`config.mk`:
```
export PLATFORM = sky130hd
export DESIGN_NAME = pmt_timer
export DESIGN_NICKNAME = d
export VERILOG_FILES = /design/src/hw/pmt_pkg.sv /design/src/hw/pmt_timer.sv /design/src/hw/pmt_prescale.sv /design/src/hw/pmt_postscale.sv
export VERILOG_INCLUDE_DIRS = /design/src /design/src/hw
export SDC_FILE = /design/constraint.sdc
export NUM_CORES = 1
export LEC_CHECK = 0
export ABC_AREA = 1
export CELL_PAD_IN_SITES_DETAIL_PLACEMENT = 1
export CELL_PAD_IN_SITES_GLOBAL_PLACEMENT = 2
export CORE_ASPECT_RATIO = 1.5
export CORE_MARGIN = 3
export CORE_UTILIZATION = 33
export DETAILED_ROUTE_END_ITERATION = 7
export DONT_BUFFER_PORTS = 1
export GPL_ROUTABILITY_DRIVEN = 0
export PLACE_DENSITY_LB_ADDON = 0.15
export SLEW_MARGIN = 10
export SYNTH_ARGS = -nofsm -noshare
export SYNTH_HDL_FRONTEND = slang
export SYNTH_SLANG_ARGS = --single-unit
export TNS_END_PERCENT = 10
```
`constraint.sdc`:
```
create_clock -name core_clk -period 1.7 [get_ports core_clk]
set_clock_uncertainty 0.1 [all_clocks]
set_input_delay 0.34 -clock core_clk [delete_from_list [all_inputs] [get_ports core_clk]]
set_output_delay 0.34 -clock core_clk [all_outputs]
set_load 0.01 [all_outputs]
```
`src/hw/pmt_cfg.svh`:
```
// Register offsets, field positions, reset values and timing counts of the period match timer.
`ifndef PMT_CFG_SVH
`define PMT_CFG_SVH

// Byte offsets of the registers on the register bus.
`define PMT_OFF_CTRL 8'h00
`define PMT_OFF_PERIOD 8'h04
`define PMT_OFF_COUNT 8'h08
`define PMT_OFF_STATUS 8'h0c
`define PMT_OFF_MASK 8'h10

// Control register field positions.
`define PMT_POST_MSB 6
`define PMT_POST_LSB 3
`define PMT_RUN_BIT 2
`define PMT_PRE_MSB 1
`define PMT_PRE_LSB 0
`define PMT_CTRL_MASK 8'h7f

// Reset values.
`define PMT_CTRL_RST 8'h00
`define PMT_PERIOD_RST 8'hff
`define PMT_COUNT_RST 8'h00

// Status and mask bit of the match interrupt.
`define PMT_FLAG_BIT 0

// Instruction clock is the core clock divided by four.
`define PMT_INSTR_LAST 2'h3

// Prescaler terminal counts for divide by 1, 4 and 16.
`define PMT_PRE_LAST1 4'h0
`define PMT_PRE_LAST4 4'h3
`define PMT_PRE_LAST16 4'hf

// AXI responses.
`define PMT_RESP_OKAY 2'h0
`define PMT_RESP_SLVERR 2'h2

`endif

```
`src/hw/pmt_pkg.sv`:
```
// Types and the shared address decode of the period match timer.
`include "pmt_cfg.svh"
`default_nettype none
package pmt_pkg;
	// One byte of timer state.
	typedef logic [7:0] pmt_byte_t;
	// Register selected by a bus address.
	typedef enum logic [2:0] {
		PMT_SEL_CTRL,
		PMT_SEL_PERIOD,
		PMT_SEL_COUNT,
		PMT_SEL_STATUS,
		PMT_SEL_MASK,
		PMT_SEL_NONE
	} pmt_reg_e;

	// Decodes a byte address into a register select; used by read and write paths.
	function automatic pmt_reg_e pmt_decode(input logic [7:0] addr);
		pmt_reg_e sel;
		sel = PMT_SEL_NONE;
		case (addr)
			`PMT_OFF_CTRL: sel = PMT_SEL_CTRL;
			`PMT_OFF_PERIOD: sel = PMT_SEL_PERIOD;
			`PMT_OFF_COUNT: sel = PMT_SEL_COUNT;
			`PMT_OFF_STATUS: sel = PMT_SEL_STATUS;
			`PMT_OFF_MASK: sel = PMT_SEL_MASK;
			default: sel = PMT_SEL_NONE;
		endcase
		return sel;
	endfunction
endpackage
`default_nettype wire

```
`src/hw/pmt_timer.sv`:
```
// Period match timer with AXI4-Lite registers and a masked interrupt.
//
// Our own choices: the register addresses and the AXI4-Lite register port.
`include "pmt_cfg.svh"
`default_nettype none
module pmt_timer (
	input wire logic core_clk,
	input wire logic resetn,
	// AXI4-Lite write address channel.
	input wire logic [7:0] s_axi_awaddr,
	input wire logic s_axi_awvalid,
	output logic s_axi_awready,
	// AXI4-Lite write data channel.
	input wire logic [31:0] s_axi_wdata,
	input wire logic [3:0] s_axi_wstrb,
	input wire logic s_axi_wvalid,
	output logic s_axi_wready,
	// AXI4-Lite write response channel.
	output logic [1:0] s_axi_bresp,
	output logic s_axi_bvalid,
	input wire logic s_axi_bready,
	// AXI4-Lite read address channel.
	input wire logic [7:0] s_axi_araddr,
	input wire logic s_axi_arvalid,
	output logic s_axi_arready,
	// AXI4-Lite read data channel.
	output logic [31:0] s_axi_rdata,
	output logic [1:0] s_axi_rresp,
	output logic s_axi_rvalid,
	input wire logic s_axi_rready,
	// Level interrupt request.
	output logic irq
);

	////////////////////////////////////////////////////////////////////////////////
	// Declarations.

	logic awready_q; // Write address slot free.
	logic wready_q; // Write data slot free.
	logic aw_held_q; // A write address has been taken.
	logic w_held_q; // Write data have been taken.
	logic [7:0] awaddr_q; // Held write address.
	logic [31:0] wdata_q; // Held write data.
	logic [3:0] wstrb_q; // Held write strobes.
	logic bvalid_q; // Write response pending.
	logic [1:0] bresp_q; // Write response code.
	logic arready_q; // Read address slot free.
	logic rvalid_q; // Read data pending.
	logic [31:0] rdata_q; // Read data word.
	logic [1:0] rresp_q; // Read response code.
	logic irq_q; // Registered interrupt request.

	pmt_pkg::pmt_byte_t ctrl_q; // Control register, bit 7 stays zero.
	pmt_pkg::pmt_byte_t period_q; // Period match value.
	pmt_pkg::pmt_byte_t count_q; // Running count.
	logic flag_q; // Sticky match interrupt flag.
	logic enable_q; // Match interrupt enable.
	logic [1:0] instr_q; // Core clock to instruction clock divider.

	logic wr_go; // One-cycle pulse that performs a write.
	pmt_pkg::pmt_reg_e wr_sel; // Register addressed by the write.
	logic wr_lane0; // Byte lane 0 is enabled.
	logic wr_ctrl; // Control register written this cycle.
	logic wr_period; // Period register written this cycle.
	logic wr_count; // Count register written this cycle.
	logic wr_status; // Status register written this cycle.
	logic wr_mask; // Mask register written this cycle.
	logic instr_tick; // One pulse per instruction clock.
	logic run_tick; // Instruction tick while the timer runs.
	logic pre_tick; // Raw prescaler output, before the write gate.
	logic inc; // Prescaled count increment.
	logic match; // Increment that finds count equal to period.
	logic post_evt; // Postscaler output event.
	logic scaler_clr; // Clears prescaler and postscaler.
	pmt_pkg::pmt_reg_e rd_sel; // Register addressed by the read.
	pmt_pkg::pmt_byte_t rd_byte; // Byte returned by the read.

	////////////////////////////////////////////////////////////////////////////////
	// Bus outputs come straight from flip-flops.

	assign s_axi_awready = awready_q;
	assign s_axi_wready = wready_q;
	assign s_axi_bvalid = bvalid_q;
	assign s_axi_bresp = bresp_q;
	assign s_axi_arready = arready_q;
	assign s_axi_rvalid = rvalid_q;
	assign s_axi_rdata = rdata_q;
	assign s_axi_rresp = rresp_q;
	assign irq = irq_q;

	////////////////////////////////////////////////////////////////////////////////
	// Write path.

	// Address and data are taken in either order; each slot closes until the response.
	always_ff @(posedge core_clk or negedge resetn) begin
		if (!resetn) begin
			awready_q <= 1'b1;
			aw_held_q <= 1'b0;
			awaddr_q <= 8'h00;
		end else if (s_axi_awvalid && awready_q) begin
			awready_q <= 1'b0;
			aw_held_q <= 1'b1;
			awaddr_q <= s_axi_awaddr;
		end else if (bvalid_q && s_axi_bready) begin
			// Reopen only once the response is gone, so one write is under way.
			awready_q <= 1'b1;
			aw_held_q <= 1'b0;
		end
	end

	// Write data slot works like the address slot.
	always_ff @(posedge core_clk or negedge resetn) begin
		if (!resetn) begin
			wready_q <= 1'b1;
			w_held_q <= 1'b0;
			wdata_q <= 32'h0000_0000;
			wstrb_q <= 4'h0;
		end else if (s_axi_wvalid && wready_q) begin
			wready_q <= 1'b0;
			w_held_q <= 1'b1;
			wdata_q <= s_axi_wdata;
			wstrb_q <= s_axi_wstrb;
		end else if (bvalid_q && s_axi_bready) begin
			wready_q <= 1'b1;
			w_held_q <= 1'b0;
		end
	end

	// The write acts in the one cycle where both halves are held and no response waits.
	assign wr_go = aw_held_q && w_held_q && !bvalid_q;
	assign wr_sel = pmt_pkg::pmt_decode(awaddr_q);
	// All registers are one byte wide, so only lane 0 carries a write.
	assign wr_lane0 = wr_go && wstrb_q[0];
	assign wr_ctrl = wr_lane0 && (wr_sel == pmt_pkg::PMT_SEL_CTRL);
	assign wr_period = wr_lane0 && (wr_sel == pmt_pkg::PMT_SEL_PERIOD);
	assign wr_count = wr_lane0 && (wr_sel == pmt_pkg::PMT_SEL_COUNT);
	assign wr_status = wr_lane0 && (wr_sel == pmt_pkg::PMT_SEL_STATUS);
	assign wr_mask = wr_lane0 && (wr_sel == pmt_pkg::PMT_SEL_MASK);

	// Response follows the write by one cycle; an unmapped address answers SLVERR.
	always_ff @(posedge core_clk or negedge resetn) begin
		if (!resetn) begin
			bvalid_q <= 1'b0;
			bresp_q <= `PMT_RESP_OKAY;
		end else if (wr_go) begin
			bvalid_q <= 1'b1;
			bresp_q <= (wr_sel == pmt_pkg::PMT_SEL_NONE) ? `PMT_RESP_SLVERR : `PMT_RESP_OKAY;
		end else if (s_axi_bready) begin
			bvalid_q <= 1'b0;
		end
	end

	////////////////////////////////////////////////////////////////////////////////
	// Read path.

	// Read mux; unused high bits and reserved bits read as zero.
	always_comb begin
		rd_sel = pmt_pkg::pmt_decode(s_axi_araddr);
		case (rd_sel)
			pmt_pkg::PMT_SEL_CTRL: rd_byte = ctrl_q & `PMT_CTRL_MASK;
			pmt_pkg::PMT_SEL_PERIOD: rd_byte = period_q;
			pmt_pkg::PMT_SEL_COUNT: rd_byte = count_q;
			pmt_pkg::PMT_SEL_STATUS: rd_byte = {7'h00, flag_q};
			pmt_pkg::PMT_SEL_MASK: rd_byte = {7'h00, enable_q};
			default: rd_byte = 8'h00;
		endcase
	end

	// The address is taken, the data follow one cycle later and stand until rready.
	always_ff @(posedge core_clk or negedge resetn) begin
		if (!resetn) begin
			arready_q <= 1'b1;
			rvalid_q <= 1'b0;
			rdata_q <= 32'h0000_0000;
			rresp_q <= `PMT_RESP_OKAY;
		end else if (s_axi_arvalid && arready_q) begin
			arready_q <= 1'b0;
			rvalid_q <= 1'b1;
			rdata_q <= {24'h00_0000, rd_byte};
			rresp_q <= (rd_sel == pmt_pkg::PMT_SEL_NONE) ? `PMT_RESP_SLVERR : `PMT_RESP_OKAY;
		end else if (rvalid_q && s_axi_rready) begin
			rvalid_q <= 1'b0;
			arready_q <= 1'b1;
		end
	end

	////////////////////////////////////////////////////////////////////////////////
	// Registers written by software.

	// Control register; bit 7 is never stored.
	always_ff @(posedge core_clk or negedge resetn) begin
		if (!resetn) begin
			ctrl_q <= `PMT_CTRL_RST;
		end else if (wr_ctrl) begin
			ctrl_q <= wdata_q[7:0] & `PMT_CTRL_MASK;
		end
	end

	// Period register, reset to all ones so a fresh timer runs the full range.
	always_ff @(posedge core_clk or negedge resetn) begin
		if (!resetn) begin
			period_q <= `PMT_PERIOD_RST;
		end else if (wr_period) begin
			period_q <= wdata_q[7:0];
		end
	end

	// Interrupt enable bit.
	always_ff @(posedge core_clk or negedge resetn) begin
		if (!resetn) begin
			enable_q <= 1'b0;
		end else if (wr_mask) begin
			enable_q <= wdata_q[`PMT_FLAG_BIT];
		end
	end

	////////////////////////////////////////////////////////////////////////////////
	// Counting chain.

	// Free-running divider that makes the instruction clock tick.
	always_ff @(posedge core_clk or negedge resetn) begin
		if (!resetn) begin
			instr_q <= 2'h0;
		end else begin
			instr_q <= instr_q + 2'h1;
		end
	end

	assign instr_tick = (instr_q == `PMT_INSTR_LAST);
	// A stopped timer feeds no ticks to the prescaler, so it freezes too.
	assign run_tick = instr_tick && ctrl_q[`PMT_RUN_BIT];
	// Writes to count or control restart the hidden scalers.
	assign scaler_clr = wr_count || wr_ctrl;

	pmt_prescale u_prescale (
		.core_clk(core_clk),
		.resetn(resetn),
		.tick_in(run_tick),
		.clear(scaler_clr),
		.select(ctrl_q[`PMT_PRE_MSB:`PMT_PRE_LSB]),
		.tick_out(pre_tick)
	);

	// A scaler-clearing write drops the tick that it meets, so a control write keeps the count.
	assign inc = pre_tick && !scaler_clr;

	// The comparison runs continuously; it acts on the increment that finds equality.
	assign match = inc && (count_q == period_q);

	// Count register; a software write wins over an increment in the same cycle.
	always_ff @(posedge core_clk or negedge resetn) begin
		if (!resetn) begin
			count_q <= `PMT_COUNT_RST;
		end else if (wr_count) begin
			count_q <= wdata_q[7:0];
		end else if (match) begin
			count_q <= `PMT_COUNT_RST;
		end else if (inc) begin
			count_q <= count_q + 8'h01;
		end
	end

	pmt_postscale u_postscale (
		.core_clk(core_clk),
		.resetn(resetn),
		.match_in(match && !scaler_clr),
		.clear(scaler_clr),
		.select(ctrl_q[`PMT_POST_MSB:`PMT_POST_LSB]),
		.event_out(post_evt)
	);

	////////////////////////////////////////////////////////////////////////////////
	// Interrupt.

	// Sticky flag, cleared by writing one; a new event in the same cycle wins.
	always_ff @(posedge core_clk or negedge resetn) begin
		if (!resetn) begin
			flag_q <= 1'b0;
		end else if (post_evt) begin
			flag_q <= 1'b1;
		end else if (wr_status && wdata_q[`PMT_FLAG_BIT]) begin
			flag_q <= 1'b0;
		end
	end

	// Request rises one cycle after the flag and its enable are both set, and falls one cycle after either clears.
	always_ff @(posedge core_clk or negedge resetn) begin
		if (!resetn) begin
			irq_q <= 1'b0;
		end else begin
			irq_q <= flag_q && enable_q;
		end
	end
endmodule
`default_nettype wire

```
`src/hw/pmt_prescale.sv`:
```
// Prescaler that divides the instruction tick by 1, 4 or 16.
`include "pmt_cfg.svh"
`default_nettype none
module pmt_prescale (
	input wire logic core_clk,
	input wire logic resetn,
	input wire logic tick_in,
	input wire logic clear,
	input wire logic [1:0] select,
	output logic tick_out
);
	// Hidden divider state; software can neither read nor write it.
	logic [3:0] cnt_q;
	// Terminal count chosen by the select code.
	logic [3:0] last;

	// Code 00 divides by 1, 01 by 4, and 1x by 16.
	always_comb begin
		case (select)
			2'h0: last = `PMT_PRE_LAST1;
			2'h1: last = `PMT_PRE_LAST4;
			default: last = `PMT_PRE_LAST16;
		endcase
	end

	// The output pulses on the tick that closes a full division.
	assign tick_out = tick_in && (cnt_q >= last);

	// Counter wraps at the terminal count; a clear restarts the division.
	always_ff @(posedge core_clk or negedge resetn) begin
		if (!resetn) begin
			cnt_q <= 4'h0;
		end else if (clear) begin
			cnt_q <= 4'h0;
		end else if (tick_in) begin
			cnt_q <= (cnt_q >= last) ? 4'h0 : cnt_q + 4'h1;
		end
	end
endmodule
`default_nettype wire

```
`src/hw/pmt_postscale.sv`:
```
// Postscaler that turns every n-th period match into one output event.
`default_nettype none
module pmt_postscale (
	input wire logic core_clk,
	input wire logic resetn,
	input wire logic match_in,
	input wire logic clear,
	input wire logic [3:0] select,
	output logic event_out
);
	// Hidden match counter.
	logic [3:0] cnt_q;

	// The event fires on the match that makes select plus one matches.
	assign event_out = match_in && (cnt_q >= select);

	// Each match advances the counter; the event restarts it.
	always_ff @(posedge core_clk or negedge resetn) begin
		if (!resetn) begin
			cnt_q <= 4'h0;
		end else if (clear) begin
			cnt_q <= 4'h0;
		end else if (match_in) begin
			cnt_q <= (cnt_q >= select) ? 4'h0 : cnt_q + 4'h1;
		end
	end
endmodule
`default_nettype wire

```
After elaboration in Yosys (flattened, before gate mapping)
Index checks and enable logic that the tools add are counted.
Operators by class
  reductions and logical operators: 37
  multiplexer cells: 29
  equal/unequal tests: 21
  add/subtract/negate cells: 4
  $lt $le $gt $ge: 2
Operators by type and width (number)
  $pmux 8 s5: 1
  $eq 8x4->1 const B: 4
  $pmux 3 s5: 2
  $mux 4: 6
  $mux 8: 3
  $logic_and 1x1->1: 21
  $eq 8x3->1 const B: 2
  $eq 8x5->1 const B: 2
  $logic_not 8->1: 2
  $mux 1: 14
  $reduce_bool 2->1: 7
  $eq 3x2->1 const B: 4
  $eq 3x3->1 const B: 4
  $add 4x1->4 const B: 2
  $add 8x1->8 const B: 1
  $eq 8x8->1: 1
  $ge 4x4->1: 2
  $pmux 4 s2: 1
  $eq 3x1->1 const B: 2
  $logic_not 3->1: 2
  $mux 2: 2
  $reduce_bool 3->1: 1
  $add 2x1->2 const B: 1
  $eq 2x1->1 const B: 1
  other kinds (4): 5
Storage, ports and cells
  output and inout port bits: 42
  register bits after elaboration: 72
  input bits: 59
  word-level logic and storage cells: 115

Logic depth before layout (Yosys ltp)
Gate-level depths: netlist of the first run.
  depth after elaboration: 11
  gate-level depth with buffers: 14
  gate-level depth less buffers: 14

Modules after synthesis
Synthesis of the first run repeated with hierarchy kept, for this count alone.
Second synthesis, totals
  cells, all modules: 491
  area total of the unflattened synthesis: 3978.8 um^2
By module, submodules not included
  pmt_timer: instances 1, sequential area each 1565.3 um^2, cells an instance 401, area each 3316.9 um^2
  pmt_prescale: instances 1, sequential area each 100.1 um^2, cells an instance 45, area each 339.1 um^2
  pmt_postscale: instances 1, sequential area each 100.1 um^2, cells an instance 45, area each 322.8 um^2

Least setup slack after synthesis of the first run
Ideal clock, no wire load.
  path kind: reg-to-reg
  start: register ctrl_q[1]
  end: register u_postscale.cnt_q[0]
  setup time: 0.117 ns
  period minus slack after synthesis: 1.734 ns
  data required time: 1.483 ns
  setup slack: -0.034 ns
  cell stages (with the launch flop): 11
  path buffers: 0
  data arrival time: 1.517 ns
  path through: dfrtp_1 > nor2_1 > inv_1 > ha_1 > nand4_1 > nand3_1 > nand2_2 > nor2_8 > nand2_4 > nand3_1 > nand2_1
Between the ends
  longest elaborated chain between the ends: 8
RTL lines
  start, declared: line pmt_timer.sv:53  | pmt_pkg::pmt_byte_t ctrl_q;
  start signal, assigned: line pmt_timer.sv:193  | ctrl_q <= `PMT_CTRL_RST;
  start signal, assigned: line pmt_timer.sv:195  | ctrl_q <= wdata_q[7:0] & `PMT_CTRL_MASK;
  $eq 2x1->1 / $logic_not 2->1 (equally long branches): line pmt_prescale.sv:19  | case (select)
  $pmux 4 s2 *: line pmt_prescale.sv:19
  $ge 4x4->1 *: line pmt_prescale.sv:27  | assign tick_out = tick_in && (cnt_q >= last);
  $logic_and 1x1->1 *: line pmt_prescale.sv:27
  $logic_and 1x1->1 *: line pmt_timer.sv:245  | assign inc = pre_tick && !scaler_clr;
  $logic_and 1x1->1 *: line pmt_timer.sv:248  | assign match = inc && (count_q == period_q);
  $logic_and 1x1->1 *: line pmt_timer.sv:266  | .match_in(match && !scaler_clr),
  $reduce_bool 2->1 (no line) *
  end signal, assigned: line pmt_postscale.sv:24  | cnt_q <= (cnt_q >= select) ? 4'h0 : cnt_q + 4'h1;
  end, declared: line pmt_postscale.sv:12  | logic [3:0] cnt_q;
Every way passes the cells marked *; elsewhere a longest branch is shown, timed or not.
A chain may end at the register's enable or synchronous reset.

Worst setup path in the final report of the first run
  start: register ctrl_q[1]
  end: register count_q[4]
Between the ends
  longest elaborated chain between the ends: 8
RTL lines
  $eq 2x1->1 / $logic_not 2->1 (equally long branches): line pmt_prescale.sv:19
  $pmux 4 s2 *: line pmt_prescale.sv:19
  $ge 4x4->1 *: line pmt_prescale.sv:27
  $logic_and 1x1->1 *: line pmt_prescale.sv:27
  $logic_and 1x1->1 *: line pmt_timer.sv:245
  $logic_and 1x1->1: line pmt_timer.sv:248
  $mux 8: line pmt_timer.sv:256  | end else if (match) begin
  $mux 8: line pmt_timer.sv:254  | end else if (wr_count) begin
  end signal, assigned: line pmt_timer.sv:253  | count_q <= `PMT_COUNT_RST;
  end signal, assigned: line pmt_timer.sv:255  | count_q <= wdata_q[7:0];
  end signal, assigned: line pmt_timer.sv:257  | count_q <= `PMT_COUNT_RST;
  end, declared: line pmt_timer.sv:55  | pmt_pkg::pmt_byte_t count_q;
Marks and branches as above.

==> impl_results.md, run 1 <==
- Synth top cells by count: 110 x nand2_1, 59 x dfrtp_1, 53 x inv_1, 51 x nand3_1, 49 x nor2_1
- Sw Pwr: between 2 and 2.5 mW
- Finished Layout Cells: just under 700
- Placed Cells: 655
- Distinct cell type count after synthesis: 35
- Final setup fails: 14
- Status: finished, violations left
- Post-DP HPWL: 7590 um
- Sink Count: 70
- Ys Warns: 0
- Initial antenna violation count: 0
- ANT nets after route: 0
- Critical-path cell list: nor2_2 -> inv_1 -> ha_4 -> nand4_1 -> nand3_2 -> nand2_4 -> nor2_8 -> buf_12 -> nand3_1 -> nand3_1
- Final slew viol count: 0
- Synth area leader: dfrtp_1
- Die X: 95.7 um
- Largest family of logic cells by synthesized area: simple AND/OR/NAND/NOR gates
- TritonCTS clock tree: done
- Switching Share: 36.1%
- Worst R2R Path Depth: 10
- H-tree depth: 3
- Synth Area in Compound Gates: between 6 and 7%
- Grt peak-use layer: met2
- CP required: 1.86 ns
- Total CTS buffers: 9
- Post-route clock period utilization: 107%
- Vias in the first global route: between 3000 and 4000
- Drt first pass iters: 4
- Max Cap Viol: 0
- Vias: about 3100
- Final Cell Area: approximately 4600 um2
- Top-area cell type share of the netlist area: a little under two fifths
- HP Class: input port to asynchronous set/reset pin
- Setup crit end kind: flop
- VDD IR max: 0.000707 V
- Antenna cell count: 0
- Final wirelength: 9800 um
- Final #Nets: ~590
- Post-synth EDFFs: 0
- Synth Register Bits: 70
- Initial Util: 34.2%
- XOR/XNOR share of the synthesized area: under 10%
- Fin util: 39.4%
- Ratio of cells with drive above 1 in the final layout: about 18%
- Via/cell ratio: 4.64
- Total GRT Usage: 15.5%
- Placed Area: 4240 um2
- Flop pwr share: roughly two fifths
- Place WS: -0.175 ns
- Tmin final: 1.81 ns
- Clk Latency, worst-skew pair: 0.33 ns
- # DRC: 0
- Remaining Overflow, GRT: 0
- Mux share of post-synthesis cell area: 1.69%
- PnR worst setup slack: -0.115 ns
- Combinational fraction of design power: 29.6%
- Met1 usage in global routing: 17.3%
- DRT iter0 DRCs: 75
- Worst-path clk slew: 0.06 ns
- Reg2Reg Setup Slack: -0.11 ns
- Crit path DAT: 1.98 ns
- Clock power share: 29.6%
- Hold WS: -0.403 ns
- Pin count of the biggest net entering global routing: 71
- Die ar.: between 10000 and 15000 um2
- Synthesis-to-layout area growth: 15.1%
- Sequential cell area fraction in the yosys report: 44.3%
- Synth async-reset ratio: 100%
- Leakage power: 2.30 nW
- Reg2reg start: ctrl_q[1]
- Met2 Track Usage GR: 27.7%
- Count leader, synth: nand2_1
- Overall Power: 6.10 mW
- Most used flip-flop cell after synthesis: dfrtp_1
- Worst-path fanout max: 8
- Drt wl/cell: 14.6 um
- Core Rows: 48
- Critical Path Slowest Stage Cell: dfrtp_1
- Final Hold Fails: 70
- IO Pins: just over 100
- Startpoint types: flop
- Int Power: 3.90 mW
- Unrepaired setup endpoints after global routing: yes
- Adder-cell share of the synthesized area: 3.77%
- Setup tns final: -1.36 ns
- CTS root buf: clkbuf_16
- Core Box Area: 11700 um2
- Setup CP Type: flop to flop
- R2R Path End: count_q[4]
- Critical path's most frequent cell: nand3_1
- Top post-synthesis cells by area: dfrtp_1 37%, nand2_1 10%, dfstp_2 7.3%
- Synthesized-area fraction occupied by and/or/nand/nor cells: 28.8%
- # port buffers: 0
- Failing checks: hold timing, setup timing
- Mean Syn Cell Area: 8.12 um2
- Max Buffers Root-to-Sink: 2
- Pwr/cell area: 1330 nW/um2
- Global-route wire length before repair: 15900 um
- Chip Height: 141 um
- Post-Synthesis Cell Area: around 4000 um2
- CP peak stage delay: about 0.42 ns
- Max Clk Rate: 551 MHz
- M3 GR Usage: 4.38%
- Gate Count Post-Synth: 491
==> layout by cell type, fill, tap and decap left out, drive strengths merged <==
master | synthesis | routed
clkinv | 1 | 2
nor3 | 2 | 2
ha | 12 | 12
or2 | 1 | 1
o21ai | 30 | 30
a21oi | 14 | 14
buf | 33 | 27
mux2 | 6 | 6
nor2 | 59 | 59
conb | 1 | 26
nor3b | 1 | 1
xor2 | 8 | 8
o31ai | 1 | 1
xnor2 | 7 | 7
nand4 | 11 | 11
dfstp | 11 | 11
clkbuf | 3 | 15
nand2 | 118 | 118
nand3 | 53 | 53
dfrtp | 59 | 59
inv | 59 | 59
o22ai | 1 | 1
==> sequential cells by signal, indices dropped and copies added (netlist names), 2 cells and up <==
signal,count
u_postscale.cnt_q,4
period_q,8
u_prescale.cnt_q,4
wdata_q,8
s_axi_rdata,8
ctrl_q,7
instr_q,2
awaddr_q,8
count_q,8
==> power groups by stage <==
| stage | combinational (mW) | sequential (mW) | clock [mW] |
|---|---|---|---|
| 2_1_floorplan | 1.35 | 2.43 | 0 |
| 3_3_place_gp | 1.71 | 2.51 | 0 |
| 3_5_place_dp | 1.76 | 2.52 | 0 |
| 4_1_cts | 1.81 | 2.50 | 1.88 |
| 5_1_grt | 2.08 | 2.56 | 1.96 |
| 6_report | 1.81 | 2.49 | 1.80 |
==> worst max-delay path, delay by kind of cell, from the launching register on <==
family / cells / cell delay (ns)
and+or+nand+nor: 7 / 0.75
adders and majority gates: 1 / 0.26
DFF: 1 / 0.42
buffers and inverters: 2 / 0.21
==> layer usage <==
layer  up-vias  part of all wire (%)
li1       1564                     -
met1      1482                    41
met2        68                    52
met3        10                   4.8
met4         0                   2.0
met5         -                     0
==> cell families (layout without fill, tap and decap cells) <==
group | after synthesis | in the layout
and+or+nand+nor | 245 | 245
buffers and inverters | 96 | 103
DFF | 70 | 70
AOI/OAI and AO/OA | 46 | 46
xor gates and xnor gates | 15 | 15
adders and majority gates | 12 | 12
muxes | 6 | 6
other | 1 | 26
==> repair_timing <==
action                                 in CTS  in global routing
resized for setup                          10                  2
endpoints found under the hold margin      70                 70
setup buffers                               1                  1
pin swaps                                  12                  4
setup endpoints to repair                  17                 17
==> cell type report <==
class | instances | area, um2
Clock buffer | 15 | 278
Sequential cell | 70 | 1770
Clock inverter | 1 | 5.00
Multi-Input combinational cell | 350 | 1900
Tap cell | 150 | 188
Fill cell | 1456 | 7060
Timing Repair Buffer | 27 | 228
Inverter | 60 | 228
==> worst max-delay path by stage <==
stage	start	slack, ns	cells past startpoint	to
after global routing	ctrl_q[1]	-0.24	10	count_q[1]
after floorplan	ctrl_q[1]	0.0005	10	u_postscale.cnt_q[0]
after detailed placement	ctrl_q[1]	-0.17	10	count_q[4]
final	ctrl_q[1]	-0.11	10	count_q[4]
after global placement	ctrl_q[1]	-0.13	10	count_q[4]
after CTS	ctrl_q[1]	-0.1	10	count_q[4]
Power figures use the tool's default switching activity.
==> inputs of run 2 (changes only) <==
REMOVE_ABC_BUFFERS = 1   (was default)
==> run 2 against run 1 <==
Net effect:
- the flow still finishes with violations (hold timing, setup timing)
- combinational power barely moved
- setup slack worse by 0.012 ns
- cell area about the same
- non-clock buffer count up 3
- critical endpoint unchanged
- hold slack better by 0.0048 ns
- register-to-register slack about the same
- largest cell class unchanged
- via count rose by 1.2%
- fmax is 0.68% lower
- sequential cell count unchanged
- clock power fell by 6%
- sequential share of layout area about the same
- die area is the same
==> impl_results.md, run 2 (synthesis results as in run 1) <==
- CTS root buf: clkbuf_16
- Remaining Overflow, GRT: 0 (unchanged)
- Vias in the first global route: 3356 (+1.5%)
- Leakage power: 2.30 nW (about the same)
- Total CTS buffers: 9 (unchanged)
- Status: finished, violations left
- Post-route clock period utilization: 107% (+0.73 points)
- Die ar.: 13500 um2 (unchanged)
- Final Cell Area: 4590 um2 (about the same)
- Commonest cells after routing, fill and taps aside: 109 x nand2_1, 59 x dfrtp_1, 53 x inv_1
- Total GRT Usage: 15.7% (+0.18 points)
- Unrepaired setup endpoints after global routing: yes
- Hold WS: -0.398 ns (+0.00484 ns)
- Drt first pass iters: 4 (unchanged)
- Switching Share: 36.6% (+0.49 points)
- Pwr/cell area: 1310 nW/um2 (-1.5%)
- Final wirelength: 9740 um (-0.60%)
- Initial antenna violation count: 0 (unchanged)
- TritonCTS clock tree: done
- Combinational fraction of design power: 30.6% (+1.0 points)
- Tmin final: 1.83 ns (+0.0123 ns)
- Worst-path clk slew: 0.06 ns (about the same)
- Max Clk Rate: 547 MHz (-0.68%)
- Final setup fails: 17 (+3)
- Reg area: 1770 um2 (unchanged)
- Sw Pwr: 2.20 mW (about the same)
- Sink Count: 70 (unchanged)
- Setup crit end kind: flop
- Max Buffers Root-to-Sink: 2 (unchanged)
- Fin util: 39.4% (about the same)
- Finished Layout Cells: 675 (+0.30%)
- Placed Area: 4240 um2 (about the same)
- # DRC: 0 (unchanged)
- Synthesis-to-layout area growth: 15.2% (about the same)
- Clock power share: 28.1% (-1.5 points)
- # fillers: 1438 (-1.2%)
- H-tree depth: 3 (unchanged)
- Chip Height: 141 um (unchanged)
- Int Power: 3.82 mW (-2.2%)
- Core Rows: 48 (unchanged)
- Final #Nets: 592 (+0.51%)
- HP Class: input port to asynchronous set/reset pin
- ANT nets after route: 0 (unchanged)
- Failing checks: hold timing, setup timing
- Ratio of cells with drive above 1 in the final layout: 18.3% (-0.070 points)
- IO Pins: 101 (unchanged)
- PnR worst setup slack: -0.127 ns (-0.0123 ns)
- Final Hold Fails: 70 (unchanged)
- VDD IR max: 0.000667 V (-5.6%)
- Core Box Area: 11700 um2 (unchanged)
- Setup tns final: -1.66 ns (-0.297 ns)
- Antenna cell count: 0 (unchanged)
- Worst-path fanout max: 8 (unchanged)
- Pin count of the biggest net entering global routing: 71 (unchanged)
- Post-DP HPWL: 7580 um (about the same)
- Placed Cells: 656 (+0.15%)
- Hold-fix buffers, CTS: 1
- Flop pwr share: 41.3% (+0.5 points)
- Crit path DAT: 1.99 ns (about the same)
- Startpoint types: flop
- Global-route wire length before repair: 16300 um (+2.1%)
- DRT iter0 DRCs: 103 (+37%)
- Area of the multi-input gates: 1900 um2 (unchanged)
- Setup CP Type: flop to flop
- Final slew viol count: 0 (unchanged)
- Max Cap Viol: 0 (unchanged)
- Die X: 95.7 um (unchanged)
- Drt wl/cell: 14.4 um (-0.90%)
- Clk Latency, worst-skew pair: 0.33 ns (about the same)
- Vias: 3160 (+1.2%)
- CP required: 1.86 ns (about the same)
- # port buffers: 0 (unchanged)
- Initial Util: 34.2% (unchanged)
- Via/cell ratio: 4.68 (+0.85%)
- Most common cell after layout, fill and taps aside: nand2_1
## run 2: final cells by class
cell class,instances,share of cell area (%)
Clock buffer,13,5.45
Multi-Input combinational cell,350,41.3
Inverter,60,4.90
Tap cell,150,4.09
Sequential cell,70,38.4
Clock inverter,2,0.218
Timing Repair Buffer,30,5.58
## run 2: worst paths after layout
check                      cells after the start              to         start  slack [ns]
setup / recovery                              10      count_q[4]     ctrl_q[0]       -0.13
hold / removal                                 0  s_axi_rresp[1]        resetn       -0.40
setup reg to reg                              10      count_q[4]     ctrl_q[0]       -0.13
hold reg to reg                                1      instr_q[0]    instr_q[0]        0.32
max in group asynchronous                      0   s_axi_awready        resetn        1.70
min in group core_clk                          1    s_axi_rvalid  s_axi_rready        0.02
## run 2: power by group through the flow
stage / Clock, mW / Combinational, mW / Sequential (mW)
after floorplan: 0 / 1.23 / 2.45
after global placement: 0 / 1.70 / 2.50
after detailed placement: 0 / 1.76 / 2.52
after CTS: 1.75 / 1.83 / 2.49
after global routing: 1.84 / 2.11 / 2.55
final: 1.69 / 1.84 / 2.48
## run 2: critical path, cell delays in order, from the launching register on
cell     delay [ns]
dfrtp_1        0.39
nor2_2         0.15
inv_1          0.06
ha_1           0.27
nand4_1        0.15
nand3_4        0.13
nand2_4        0.07
nor2_8         0.15
buf_12         0.13
nand3_1        0.06
nand3_1        0.09
## run 2: per-stage QoR
stage | power [mW] | setup slack (ns)
floorplan | 3.69 | -0.0346
global placement | 4.20 | -0.189
detailed placement | 4.28 | -0.235
CTS | 6.08 | -0.135
global route | 6.50 | -0.264
finish | 6.01 | -0.127
## run 2: what timing repair did
action | CTS | global route
hold endpoints to repair | 71 | 70
setup endpoints to repair | 16 | 17
pin swaps | 9 | 3
gates resized for setup | 8 | 5
setup buffers | 2 | 1
## run 2: metal layers
layer	up-vias	part of all wire, %	GRT usage, %
met3	12	4.3	2.99
met5	-	0	0
met2	63	54	27.8
li1	1571	-	-
met4	0	1.9	6.52
met1	1514	40	18.1
==> inputs of run 3 (changes only) <==
CELL_PAD_IN_SITES_DETAIL_PLACEMENT = 0   (was 1)
CELL_PAD_IN_SITES_GLOBAL_PLACEMENT = 1   (was 2)
CORE_ASPECT_RATIO = default   (was 1.5)
CORE_UTILIZATION = 42   (was 33)
==> run 3 against run 2 <==
Net effect:
- the flow still finishes with violations (hold timing, setup timing)
- largest cell class unchanged
- total power shrank 10%
- via count shrank 3.8%
- sequential cell count is the same
- combinational power shrank 9%
- largest power group unchanged
- critical path type unchanged
==> impl_results.md, run 3 (synthesis results as in run 1) <==
- Setup crit end kind: flop
- Fin util: 49.2% (+9.8 points)
- Core Rows: 34 (-29%)
- CP peak stage delay: 0.41 ns (+0.02 ns)
- Hold WS: -0.415 ns (-0.0169 ns)
- CP required: 1.88 ns (+0.02 ns)
- Setup tns final: -0.870 ns (+0.786 ns)
- Critical path's most frequent cell: nand3_1
- Placed Area: 4140 um2 (-2.4%)
- Crit path DAT: 1.97 ns (-0.02 ns)
- CP startpoint: ctrl_q[1]
- Setup CP Type: flop to flop
- Int Power: 3.25 mW (-15%)
- Post-route clock period utilization: 105% (-2.6 points)
- Leakage power: 2.21 nW (-3.8%)
- Pin count of the biggest net entering global routing: 71 (unchanged)
- Via/cell ratio: 4.70 (+0.49%)
- Sw Pwr: 2.15 mW (-2.3%)
- Tmin final: 1.78 ns (-0.0435 ns)
- # fillers: 871 (-39%)
- Antenna cell count: 0 (unchanged)
- Overall Power: 5.40 mW (-10%)
- TritonCTS clock tree: done
- Pwr/cell area: 1220 nW/um2 (-6.7%)
- Hold-fix buffers, CTS: 2 (+1)
- Startpoint types: flop
- PnR worst setup slack: -0.0838 ns (+0.0435 ns)
- Synthesis-to-layout area growth: 10.8%
- Global-route wire length before repair: 14200 um (-13%)
- Critical Path Slowest Stage Cell: dfrtp_1
- Vias in the first global route: 2962 (-12%)
- Max Buffers Root-to-Sink: 2 (unchanged)
- Sink Count: 70 (unchanged)
- Drt first pass iters: 4 (unchanged)
- Max Clk Rate: 561 MHz (+2.4%)
- ANT nets after route: 0 (unchanged)
- Vias: 3039 (-3.8%)
- Remaining Overflow, GRT: 0 (unchanged)
- Initial Util: 44.4% (+10 points)
- Commonest cells after routing, fill and taps aside: 109 x nand2_1, 59 x dfrtp_1, 53 x inv_1
- Status: finished, violations left
- H-tree depth: 3 (unchanged)
- Final slew viol count: 0 (unchanged)
- Die X: 103 um (+8.0%)
- Flop pwr share: 46.2% (+4.9 points)
- IO Pins: 101 (unchanged)
- Chip Height: 103 um (-26%)
- Combinational fraction of design power: 30.9% (+0.3 points)
- Unrepaired setup endpoints after global routing: yes
- # DRC: 0 (unchanged)
- HP Class: input port to asynchronous set/reset pin
- Clk Latency, worst-skew pair: 0.35 ns (+0.02 ns)
- Core Box Area: 8980 um2 (-23%)
- Critical-path cell list: nor2_2 -> inv_1 -> ha_4 -> nand4_1 -> nand3_2 -> nand2_4 -> nor2_8 -> buf_12 -> nand3_1 -> nand3_1
- Worst-path clk slew: 0.08 ns (+0.02 ns)
- Final Cell Area: 4420 um2 (-3.8%)
- Worst-path fanout max: 8 (unchanged)
- Final setup fails: 13 (-4)
- Final #Nets: 586 (-1.0%)
- Most common cell after layout, fill and taps aside: nand2_1
- Ratio of cells with drive above 1 in the final layout: 17.3% (-0.98 points)
- Reg area: 1770 um2 (unchanged)
- Total GRT Usage: 17.1% (+1.4 points)
- Switching Share: 39.8% (+3.2 points)
- VDD IR max: 0.000796 V (+19%)
- Reg2reg start: ctrl_q[1]
- Area of the multi-input gates: 1890 um2 (-0.53%)
- Final wirelength: 8440 um (-13%)
- DRT iter0 DRCs: 96 (-6.8%)
- Clock power share: 22.9% (-5.2 points)
- CTS root buf: clkbuf_8
- Initial antenna violation count: 0 (unchanged)
- Post-DP HPWL: 6320 um (-17%)
- Total CTS buffers: 9 (unchanged)
- # port buffers: 0 (unchanged)
- Drt wl/cell: 13.1 um (-9.5%)
- Max Cap Viol: 0 (unchanged)
- Die ar.: 10700 um2 (-21%)
- Final Hold Fails: 70 (unchanged)
- Failing checks: hold timing, setup timing
## run 3: stage by stage
| step | cells | setup WS (ns) |
|---|---|---|
| 6_report | 646 | -0.0838 |
| 5_1_grt | 646 | -0.235 |
| 4_1_cts | 646 | -0.0825 |
| 3_5_place_dp | 626 | -0.213 |
| 3_3_place_gp | 626 | -0.152 |
| 2_1_floorplan | 480 | -0.0346 |
## run 3: timing repair
action / CTS / global route
setup endpoints to repair: 16 / 16
pin swaps: 16 / 5
hold endpoints to repair: 72 / 70
gates resized for setup: 7 / 2
buffers inserted: 2 / 0
## run 3: worst paths after layout
kind                                            end  slack [ns]  depth (start not counted)
worst max-delay path                     count_q[7]       -0.08                         10
worst min register to register           instr_q[0]        0.33                          1
worst max register to register           count_q[7]       -0.08                         10
worst min-delay path            u_prescale.cnt_q[0]       -0.42                          0
max in group asynchronous             s_axi_awready        1.69                          0
min in group core_clk                   awaddr_q[0]        0.03                          1
## run 3: metal layers
layer / vias to the layer above / track usage (%) / part of all wire (%)
met3: 6 / 4.43 / 6.8
met1: 1372 / 23.6 / 48
met5: - / 0 / 0
met2: 88 / 26.7 / 44
li1: 1573 / - / -
met4: 0 / 4.58 / 0.81
## run 3: critical path, delay by kind of cell, from the launching register on
family	cells	cell delay, ns
fa+ha+maj	1	0.26
buf+inv	2	0.21
flops	1	0.41
simple gates	7	0.74
## run 3: area by class of cell
type | count | area share, %
Inverter | 60 | 5.16
Clock inverter | 7 | 1.27
Multi-Input combinational cell | 350 | 42.7
Sequential cell | 70 | 40.0
Tap cell | 126 | 3.57
Clock buffer | 9 | 2.80
Timing Repair Buffer | 24 | 4.48
## run 3: power by group through the flow
stage                     Sequential [mW]  Clock (mW)  Combinational, mW
after floorplan                      2.45           0               1.23
after global placement               2.51           0               1.59
after detailed placement             2.52           0               1.65
after CTS                            2.50        1.31               1.69
after global routing                 2.56        1.39               1.92
final                                2.49        1.24               1.67
